$ cat src/verilog/crp_pkg.sv
// shared constants and types of the command record/playback sequencer
package crp_pkg;
   localparam int          CMD_W          = 32;          // one stored command line
   localparam int          ARG_W          = 16;          // numeric argument of a setting
   localparam int          DEPTH_DEF      = 64;          // default buffer capacity
   localparam longint      SEC_NS         = 1000000000;  // one second in ns
   localparam longint      CLK_NS         = 10;          // clk period in ns
   localparam int          SEC_CYCLES     = int'(SEC_NS / CLK_NS);
   localparam logic [7:0]  DWELL_MAX      = 8'hB4;       // 180 s
   localparam logic [7:0]  DWELL_RESET    = 8'h00;
   localparam logic [15:0] REP_MAX        = 16'hFFFE;    // 65534 passes
   localparam logic [15:0] REP_ENDLESS    = 16'hFFFF;    // loops until stopped
   localparam logic [15:0] REP_RESET      = 16'h0001;    // single pass
   localparam logic        LOCK_RESET     = 1'b0;        // panel unlocked

   typedef enum logic [3:0] {
      CRP_K_OTHER      = 4'h0,
      CRP_K_REC_START  = 4'h1,
      CRP_K_REC_STOP   = 4'h2,
      CRP_K_TRIGGER    = 4'h3,
      CRP_K_INIT_IMM   = 4'h4,
      CRP_K_PROG_RUN   = 4'h5,
      CRP_K_PROG_STOP  = 4'h6,
      CRP_K_PROG_PAUSE = 4'h7,
      CRP_K_DWELL_SET  = 4'h8,
      CRP_K_REPEAT_SET = 4'h9,
      CRP_K_ENDLESS    = 4'hA,
      CRP_K_LIST_QUERY = 4'hB,
      CRP_K_LOCK_SET   = 4'hC,
      CRP_K_LOCK_QUERY = 4'hD
   } crp_kind_t;

   typedef enum logic [2:0] {
      CRP_S_IDLE  = 3'h0,
      CRP_S_ISSUE = 3'h1,
      CRP_S_EXEC  = 3'h2,
      CRP_S_DWELL = 3'h3,
      CRP_S_PAUSE = 3'h4
   } crp_state_t;
endpackage

$ cat src/verilog/crp_buf_if.sv
// write port and two read ports of the sequence buffer
interface crp_buf_if #(parameter int DEPTH = 64);
   localparam int IW = $clog2(DEPTH);
   logic                      wr_en;
   logic [IW-1:0]             wr_idx;
   logic [crp_pkg::CMD_W-1:0] wr_data;
   logic [IW-1:0]             rd_idx_a;
   logic [crp_pkg::CMD_W-1:0] rd_data_a;
   logic [IW-1:0]             rd_idx_b;
   logic [crp_pkg::CMD_W-1:0] rd_data_b;
   modport ctrl (output wr_en, wr_idx, wr_data, rd_idx_a, rd_idx_b,
                 input rd_data_a, rd_data_b);
   modport mem  (input wr_en, wr_idx, wr_data, rd_idx_a, rd_idx_b,
                 output rd_data_a, rd_data_b);
endinterface

$ cat src/verilog/crp_seq_buf.sv
// flip-flop storage of recorded command lines
module crp_seq_buf #(
   parameter int DEPTH = 64
) (
   input  wire logic  clk,
   crp_buf_if.mem     bus
);
   logic [crp_pkg::CMD_W-1:0] mem_q [DEPTH];

   // -----------------------------------------------------------------
   // storage
   // -----------------------------------------------------------------
   // contents need no reset: the fill count alone says what is valid
   always_ff @(posedge clk)
   begin
      if (bus.wr_en)
      begin
         mem_q[bus.wr_idx] <= bus.wr_data;
      end
   end

   // both readers see the array without delay
   assign bus.rd_data_a = mem_q[bus.rd_idx_a];
   assign bus.rd_data_b = mem_q[bus.rd_idx_b];
endmodule

$ cat src/verilog/crp_sec_tick.sv
// one-second enable pulse, restartable so each delay gets whole seconds
module crp_sec_tick #(
   parameter int CYCLES = 100000000
) (
   input  wire logic clk,
   input  wire logic arst_n,
   input  wire logic clr,
   output logic      tick
);
   localparam int CW = $clog2(CYCLES);
   logic [CW-1:0] cnt_q;

   // -----------------------------------------------------------------
   // divider
   // -----------------------------------------------------------------
   // clr realigns the second boundary to the start of a delay
   always_ff @(posedge clk or negedge arst_n)
   begin
      if (!arst_n)
      begin
         cnt_q <= '0;
         tick  <= 1'b0;
      end
      else
      begin
         tick <= 1'b0;
         if (clr)
         begin
            cnt_q <= '0;
         end
         else if (cnt_q == CW'(CYCLES - 1))
         begin
            cnt_q <= '0;
            tick  <= 1'b1;
         end
         else
         begin
            cnt_q <= cnt_q + 1'b1;
         end
      end
   end
endmodule

$ cat src/verilog/crp_sequencer.sv
// command recorder, lister and timed replay sequencer with panel lockout
module crp_sequencer #(
   parameter int DEPTH      = crp_pkg::DEPTH_DEF,
   parameter int SEC_CYCLES = crp_pkg::SEC_CYCLES
) (
   input  wire logic                      clk,
   input  wire logic                      arst_n,
   input  wire logic                      cmd_valid,
   input  wire crp_pkg::crp_kind_t        cmd_kind,
   input  wire logic [crp_pkg::CMD_W-1:0] cmd_word,
   input  wire logic [crp_pkg::ARG_W-1:0] cmd_arg,
   input  wire logic                      cmd_from_replay,
   input  wire logic                      esc_abort,
   input  wire logic                      disp_done,
   input  wire logic                      list_ready,
   input  wire logic                      pwr_good_raw,
   input  wire logic                      btn_raw,
   input  wire logic                      knob_raw,
   output logic                           disp_valid,
   output logic [crp_pkg::CMD_W-1:0]      disp_word,
   output logic                           list_valid,
   output logic [crp_pkg::CMD_W-1:0]      list_word,
   output logic                           list_last,
   output logic                           lock_resp_valid,
   output logic                           lock_resp,
   output logic                           panel_locked,
   output logic                           panel_evt,
   output logic                           lockout_show,
   output logic                           recording,
   output crp_pkg::crp_state_t            run_state,
   output logic [7:0]                     dwell_now,
   output logic [15:0]                    repeat_now
);
   localparam int            IW      = $clog2(DEPTH);
   localparam logic [IW:0]   FULL_AT = (IW + 1)'(DEPTH - 1);

   crp_buf_if #(.DEPTH(DEPTH)) buf_if ();

   crp_pkg::crp_state_t st_q;
   logic [IW:0]         len_q;
   logic [IW:0]         rep_idx_q;
   logic [IW:0]         list_idx_q;
   logic [15:0]         pass_q;
   logic [7:0]          dwl_cnt_q;
   logic [7:0]          dwell_d;
   logic                list_busy_q;
   logic                sec_tick;
   logic                sec_clr;
   logic [2:0]          pwr_s_q;
   logic [2:0]          btn_s_q;
   logic [2:0]          knob_s_q;
   logic                pwr_ok;
   logic                hcv;
   logic                run_req;
   logic                active;
   logic [IW:0]         n_cmds;

   // -----------------------------------------------------------------
   // input synchronisers and command decode
   // -----------------------------------------------------------------
   // stage 0 feeds only stage 1; stages 1 and 2 feed edge detection
   always_ff @(posedge clk or negedge arst_n)
   begin
      if (!arst_n)
      begin
         pwr_s_q  <= 3'h0;
         btn_s_q  <= 3'h0;
         knob_s_q <= 3'h0;
      end
      else
      begin
         pwr_s_q  <= {pwr_s_q[1:0], pwr_good_raw};
         btn_s_q  <= {btn_s_q[1:0], btn_raw};
         knob_s_q <= {knob_s_q[1:0], knob_raw};
      end
   end

   // while recording, commands are only stored, never acted upon here
   assign pwr_ok  = pwr_s_q[1];
   assign hcv     = cmd_valid && !recording;
   assign run_req = hcv && (cmd_kind == crp_pkg::CRP_K_TRIGGER  ||
                            cmd_kind == crp_pkg::CRP_K_INIT_IMM ||
                            cmd_kind == crp_pkg::CRP_K_PROG_RUN);
   assign active  = (st_q != crp_pkg::CRP_S_IDLE);
   // the stored stop-record line is listed but never replayed
   assign n_cmds  = (len_q == '0) ? '0 : len_q - 1'b1;

   // -----------------------------------------------------------------
   // panel lockout
   // -----------------------------------------------------------------
   always_ff @(posedge clk or negedge arst_n)
   begin
      if (!arst_n)
      begin
         panel_locked    <= crp_pkg::LOCK_RESET;
         lock_resp_valid <= 1'b0;
         lock_resp       <= 1'b0;
         panel_evt       <= 1'b0;
         lockout_show    <= 1'b0;
      end
      else
      begin
         if (hcv && cmd_kind == crp_pkg::CRP_K_LOCK_SET)
         begin
            panel_locked <= cmd_arg[0];
         end
         lock_resp_valid <= hcv && cmd_kind == crp_pkg::CRP_K_LOCK_QUERY;
         lock_resp       <= panel_locked;
         // a locked panel only lights the lockout message
         panel_evt    <= !panel_locked && ((btn_s_q[1] && !btn_s_q[2]) ||
                                           (knob_s_q[1] != knob_s_q[2]));
         lockout_show <= panel_locked && ((btn_s_q[1] && !btn_s_q[2]) ||
                                          (knob_s_q[1] != knob_s_q[2]));
      end
   end

   // -----------------------------------------------------------------
   // settings: dwell and repeat
   // -----------------------------------------------------------------
   // out-of-range dwell values are refused and leave the old one
   always_comb
   begin
      dwell_d = dwell_now;
      if (hcv && cmd_kind == crp_pkg::CRP_K_DWELL_SET && cmd_arg <= 16'(crp_pkg::DWELL_MAX))
      begin
         dwell_d = cmd_arg[7:0];
      end
   end

   always_ff @(posedge clk or negedge arst_n)
   begin
      if (!arst_n)
      begin
         dwell_now  <= crp_pkg::DWELL_RESET;
         repeat_now <= crp_pkg::REP_RESET;
      end
      else
      begin
         dwell_now <= dwell_d;
         // a running or paused program keeps its pass count
         if (hcv && !active)
         begin
            if (cmd_kind == crp_pkg::CRP_K_REPEAT_SET && cmd_arg != '0 &&
                cmd_arg <= crp_pkg::REP_MAX)
            begin
               repeat_now <= cmd_arg;
            end
            else if (cmd_kind == crp_pkg::CRP_K_ENDLESS)
            begin
               repeat_now <= crp_pkg::REP_ENDLESS;
            end
         end
      end
   end

   // -----------------------------------------------------------------
   // recording
   // -----------------------------------------------------------------
   // one slot is always kept back so the stop line is never lost
   always_comb
   begin
      buf_if.wr_en   = 1'b0;
      buf_if.wr_idx  = len_q[IW-1:0];
      buf_if.wr_data = cmd_word;
      if (cmd_valid && recording && !cmd_from_replay && pwr_ok)
      begin
         if (cmd_kind == crp_pkg::CRP_K_REC_STOP)
         begin
            buf_if.wr_en = 1'b1;
         end
         else if (cmd_kind != crp_pkg::CRP_K_REC_START && len_q < FULL_AT)
         begin
            buf_if.wr_en = 1'b1;
         end
      end
   end

   always_ff @(posedge clk or negedge arst_n)
   begin
      if (!arst_n)
      begin
         len_q     <= '0;
         recording <= 1'b0;
      end
      else if (!pwr_ok)
      begin
         len_q     <= '0;
         recording <= 1'b0;
      end
      else if (cmd_valid && !cmd_from_replay && cmd_kind == crp_pkg::CRP_K_REC_START)
      begin
         len_q     <= '0;
         recording <= 1'b1;
      end
      else
      begin
         if (buf_if.wr_en)
         begin
            len_q <= len_q + 1'b1;
         end
         if (cmd_valid && recording && cmd_kind == crp_pkg::CRP_K_REC_STOP)
         begin
            recording <= 1'b0;
         end
      end
   end

   // -----------------------------------------------------------------
   // replay state machine
   // -----------------------------------------------------------------
   assign buf_if.rd_idx_a = rep_idx_q[IW-1:0];
   assign sec_clr         = (st_q == crp_pkg::CRP_S_EXEC) && disp_done;

   crp_sec_tick #(.CYCLES(SEC_CYCLES)) u_tick (
      .clk    (clk),
      .arst_n (arst_n),
      .clr    (sec_clr),
      .tick   (sec_tick)
   );

   // abort sources outrank pause, pause outranks the sequence itself
   always_ff @(posedge clk or negedge arst_n)
   begin
      if (!arst_n)
      begin
         st_q       <= crp_pkg::CRP_S_IDLE;
         rep_idx_q  <= '0;
         pass_q     <= '0;
         dwl_cnt_q  <= '0;
         disp_valid <= 1'b0;
         disp_word  <= '0;
      end
      else
      begin
         disp_valid <= 1'b0;
         if (!pwr_ok || esc_abort || recording ||
             (hcv && cmd_kind == crp_pkg::CRP_K_PROG_STOP))
         begin
            st_q <= crp_pkg::CRP_S_IDLE;
         end
         else if (active && hcv && cmd_kind == crp_pkg::CRP_K_PROG_PAUSE)
         begin
            st_q <= crp_pkg::CRP_S_PAUSE;
         end
         else
         begin
            case (st_q)
               crp_pkg::CRP_S_IDLE:
               begin
                  if (run_req && n_cmds != '0)
                  begin
                     rep_idx_q <= '0;
                     pass_q    <= '0;
                     st_q      <= crp_pkg::CRP_S_ISSUE;
                  end
               end
               crp_pkg::CRP_S_ISSUE:
               begin
                  if (rep_idx_q < n_cmds)
                  begin
                     disp_valid <= 1'b1;
                     disp_word  <= buf_if.rd_data_a;
                     rep_idx_q  <= rep_idx_q + 1'b1;
                     st_q       <= crp_pkg::CRP_S_EXEC;
                  end
                  else if (repeat_now == crp_pkg::REP_ENDLESS ||
                           pass_q + 16'h0001 < repeat_now)
                  begin
                     pass_q    <= pass_q + 16'h0001;
                     rep_idx_q <= '0;
                  end
                  else
                  begin
                     st_q <= crp_pkg::CRP_S_IDLE;
                  end
               end
               crp_pkg::CRP_S_EXEC:
               begin
                  // the delay starts once the processor has run the line
                  if (disp_done)
                  begin
                     dwl_cnt_q <= dwell_d;
                     st_q      <= crp_pkg::CRP_S_DWELL;
                  end
               end
               crp_pkg::CRP_S_DWELL:
               begin
                  if (dwl_cnt_q == 8'h00)
                  begin
                     st_q <= crp_pkg::CRP_S_ISSUE;
                  end
                  else if (sec_tick)
                  begin
                     dwl_cnt_q <= dwl_cnt_q - 8'h01;
                  end
               end
               crp_pkg::CRP_S_PAUSE:
               begin
                  // rep_idx_q already names the line after the halted one
                  if (run_req)
                  begin
                     st_q <= crp_pkg::CRP_S_ISSUE;
                  end
               end
               default:
               begin
                  st_q <= crp_pkg::CRP_S_IDLE;
               end
            endcase
         end
      end
   end

   assign run_state = st_q;

   // -----------------------------------------------------------------
   // listing stream
   // -----------------------------------------------------------------
   assign buf_if.rd_idx_b = list_idx_q[IW-1:0];

   // a word stays on list_word until list_ready takes it
   always_ff @(posedge clk or negedge arst_n)
   begin
      if (!arst_n)
      begin
         list_busy_q <= 1'b0;
         list_idx_q  <= '0;
         list_valid  <= 1'b0;
         list_word   <= '0;
         list_last   <= 1'b0;
      end
      else
      begin
         if (list_valid && list_ready)
         begin
            list_valid <= 1'b0;
         end
         if (!list_busy_q)
         begin
            if (hcv && cmd_kind == crp_pkg::CRP_K_LIST_QUERY && len_q != '0)
            begin
               list_busy_q <= 1'b1;
               list_idx_q  <= '0;
            end
         end
         else if (!list_valid || list_ready)
         begin
            if (list_idx_q < len_q)
            begin
               list_valid <= 1'b1;
               list_word  <= buf_if.rd_data_b;
               list_last  <= (list_idx_q + 1'b1 == len_q);
               list_idx_q <= list_idx_q + 1'b1;
            end
            else
            begin
               list_busy_q <= 1'b0;
            end
         end
      end
   end

   crp_seq_buf #(.DEPTH(DEPTH)) u_buf (
      .clk (clk),
      .bus (buf_if)
   );
endmodule

$ cat config.mk
export PLATFORM = sky130hd
export DESIGN_NAME = crp_sequencer
export DESIGN_NICKNAME = d
export VERILOG_FILES = /design/src/verilog/crp_pkg.sv /design/src/verilog/crp_buf_if.sv /design/src/verilog/crp_seq_buf.sv /design/src/verilog/crp_sec_tick.sv /design/src/verilog/crp_sequencer.sv
export SDC_FILE = /design/constraint.sdc
export NUM_CORES = 2
export LEC_CHECK = 0
export CORE_ASPECT_RATIO = 1.25
export CORE_UTILIZATION = 64
export CTS_CLUSTER_DIAMETER = 50
export DETAILED_ROUTE_END_ITERATION = 12
export DONT_BUFFER_PORTS = 1
export PLACE_DENSITY = 0.79
export RECOVER_POWER = 25
export SLEW_MARGIN = 20
export SYNTH_ARGS = -nofsm -noshare
export SYNTH_HDL_FRONTEND = slang
export SYNTH_SLANG_ARGS = --single-unit
export TNS_END_PERCENT = 50
$ cat constraint.sdc
create_clock -name clk -period 6.5 [get_ports clk]
set_input_delay 0.975 -clock clk [delete_from_list [all_inputs] [get_ports clk]]
set_output_delay 0.975 -clock clk [all_outputs]
set_load 0.02 [all_outputs]
==> flow_summary.json <==
{
  "dieArea_mm2": 0.162,
  "worstSetupStartpointType": "flip-flop",
  "rsz0062_at_grt": "no",
  "worst_ep_arrival_time_ns": 5.49,
  "finalSetupViolCount": 0,
  "syn-instance-count": 5079,
  "syn_to_final_growth_pct": 10.1,
  "start_util_pct": 64.7,
  "netlist-cell-type-count": 71,
  "num_rows": 163,
  "end_kind": "flip-flop",
  "grt_first_pass_wirelength_um": 448000,
  "dp_slack_ns": 1.85,
  "async_reset_ff_share_pct": 8.16,
  "crit_type": "reg -> reg",
  "syn_area_per_cell_um2": 20.2,
  "clock_tree.root_cell": "clkbuf_16",
  "htreeDepth": 4,
  "insertion_delay_ns": 0.88,
  "yosysSeqAreaShare_pct": 64.4,
  "drive_above_1_share_pct": 34.6,
  "grt_usage_pct": 40.0,
  "status": "finished, final reports clean",
  "finalNetCount": 5189,
  "via_per_inst": 8.19,
  "ys.flop_type": "edfxtp_1",
  "fin_crit_ns": 4.79,
  "cts_buffers": 211,
  "ant_nets": 0,
  "first_global_vias": 60700,
  "antenna_found_initial": 8,
  "vias": 60100,
  "synthTopCellsByArea": "edfxtp_1 (60%), mux4_2 (27%), dfrtp_1 (4.4%), a22oi_1 (0.82%), nand2_1 (0.81%)",
  "power_leakage_nw": 34.1,
  "dp_hpwl_um": 182000,
  "post-synth-top-area-cell": "edfxtp_1",
  "worst_pin_slew_ns": 1.24,
  "slew_headroom_pct": 17.4,
  "fp.coreArea_mm2": 0.158,
  "routabilityCongestion": 0.901,
  "die_h_um": 450,
  "wl_per_cell_um": 43.5,
  "fin_setup_tns_ns": 0,
  "drv_slew": 0,
  "p_per_area_mw_per_mm2": 253,
  "hold_viol_final": 0,
  "numPortBuffers": 0,
  "overflow": 0,
  "num_io_pins": 162,
  "peakVddDrop_mv": 0.338,
  "finalWirelength_um": 319000,
  "ys_seq_elements": 2230,
  "ys_warn_count": 0,
  "maxCapViolations": 0,
  "synth_top_cell_area_share_pct": 59.9,
  "drt-initial-drc-count": 9732,
  "dr.pass1.iters": 8,
  "cts_buffer_depth": 3,
  "hold_class": "in -> reg",
  "cts_tree": "built",
  "die_x_um": 360,
  "clk_pin_slew_ns": 0.07,
  "grt_start_max_net_pins": 182,
  "setup_slack_ns": 1.71,
  "max_freq_ghz": 0.209,
  "clkSinkCount": 2230,
  "whs_ns": 0.133,
  "synth_nets": 5178,
  "syn_area_mm2": 0.103,
  "finalCritPeriodShare_pct": 73.7,
  "crit_required_ns": 7.20,
  "cts_resized": 0,
  "drc": 0,
  "synth-edff-count": 2048,
  "finClkSkew_ns": 0.0381,
  "cp_max_fo": 51
}
metal layers:
metal	track usage, %	part of all wire [%]	vias to the layer above
met5	0	0.015	-
met4	27.8	8.6	8
met3	13.1	14	1408
met2	61.1	47	5658
met1	48.9	30	31100
li1	-	-	22000
worst max-delay path, stage by stage (launching register included):
cell and delay [ns]:
dfrtp_1 0.51, or3_1 0.67, nor3_1 0.34, xnor2_1 0.18
nand2_1 0.09, ha_1 0.33, a21oi_1 0.20, nand2_1 0.08
o311ai_1 0.36, nand3b_1 0.17, buf_4 0.42, a2111oi_1 1.06
a311oi_1 0.10
sequential cells by signal, indices dropped and copies added, names as in the netlist, 7 cells and up:
name	cells
disp_word	32
dwell_now	8
dwl_cnt_q	8
len_q	7
list_idx_q	7
list_word	32
pass_q	16
rep_idx_q	7
repeat_now	16
u_buf.mem_q	2048
u_tick.cnt_q	27
Yosys cell counts (28+ instances only):
cell type,count
mux4_2,1209
nand3_1,42
o21ai_0,66
dfrtp_1,181
nand2_1,221
edfxtp_1,2048
nand4_1,28
buf_1,51
a21oi_1,90
xnor2_1,38
ha_1,37
o22ai_1,35
mux2i_1,55
a22oi_1,112
buf_2,148
clkbuf_1,159
nor3_1,28
nor2_1,168
inv_1,47
repair_timing:
action	4_1_cts	5_1_grt
setup buffers	0	0
hold buffers	2	1
hold endpoints to repair	181	3
through the flow:
step                total power [mW]  util (%)  instances  area [um2]
CTS                             28.6      71.2       7331      113000
global placement                16.3      66.7       6924      106000
floorplan                       16.3         -       5079      103000
finish                          28.6      71.3       7339      113000
detailed placement              16.4      66.8       6931      106000
global route                    29.1      71.3       7337      113000
layout by cell type (no fill, tap or decap), drive strengths merged, types with 38 or more instances in the layout:
cell type / n
edfxtp: 2048
mux4: 1209
clkbuf: 275
nand2: 221
dfrtp: 181
buf: 175
nor2: 168
a22oi: 112
clkinv: 92
a21oi: 90
o21ai: 86
inv: 61
mux2i: 55
nand3: 42
xnor2: 38
final cells by class:
type | count | area, um2
antenna | 2 | 5.00
tap | 2062 | 2580
inverter | 53 | 199
clock buffer | 275 | 5820
sequential | 2230 | 66100
clock inverter | 123 | 1140
multi-input combinational | 2417 | 35200
fill | 8901 | 45500
timing repair buffer | 177 | 1930
cells by family after synthesis:
| group | synth area share (%) |
|---|---|
| DFF | 64.4 |
| muxes | 27.3 |
| and+or+nand+nor | 2.56 |
| AOI/OAI and AO/OA | 3.00 |
| buffers and inverters | 1.85 |
| xor gates and xnor gates | 0.487 |
| adders and majority gates | 0.451 |
power by group:
part / internal, mW / total [mW] / switching [mW]
Sequential: 15.7 / 15.8 / 0.110
Combinational: 0.0988 / 0.251 / 0.152
Clock: 6.96 / 12.5 / 5.52
final timing paths:
check,startpoint,end,slack [ns],cells past startpoint
worst min register to register,pwr_s_q[0],pwr_s_q[1],0.35,0
max in group asynchronous,arst_n,list_idx_q[0],4.63,3
worst max-delay path,len_q[0],disp_word[23],1.71,12
worst min-delay path,knob_raw,knob_s_q[0],0.13,0
worst max register to register,len_q[0],disp_word[23],1.71,12
min in group asynchronous,arst_n,disp_word[31],0.64,2
Note: power is estimated with default switching activity, not from simulation.
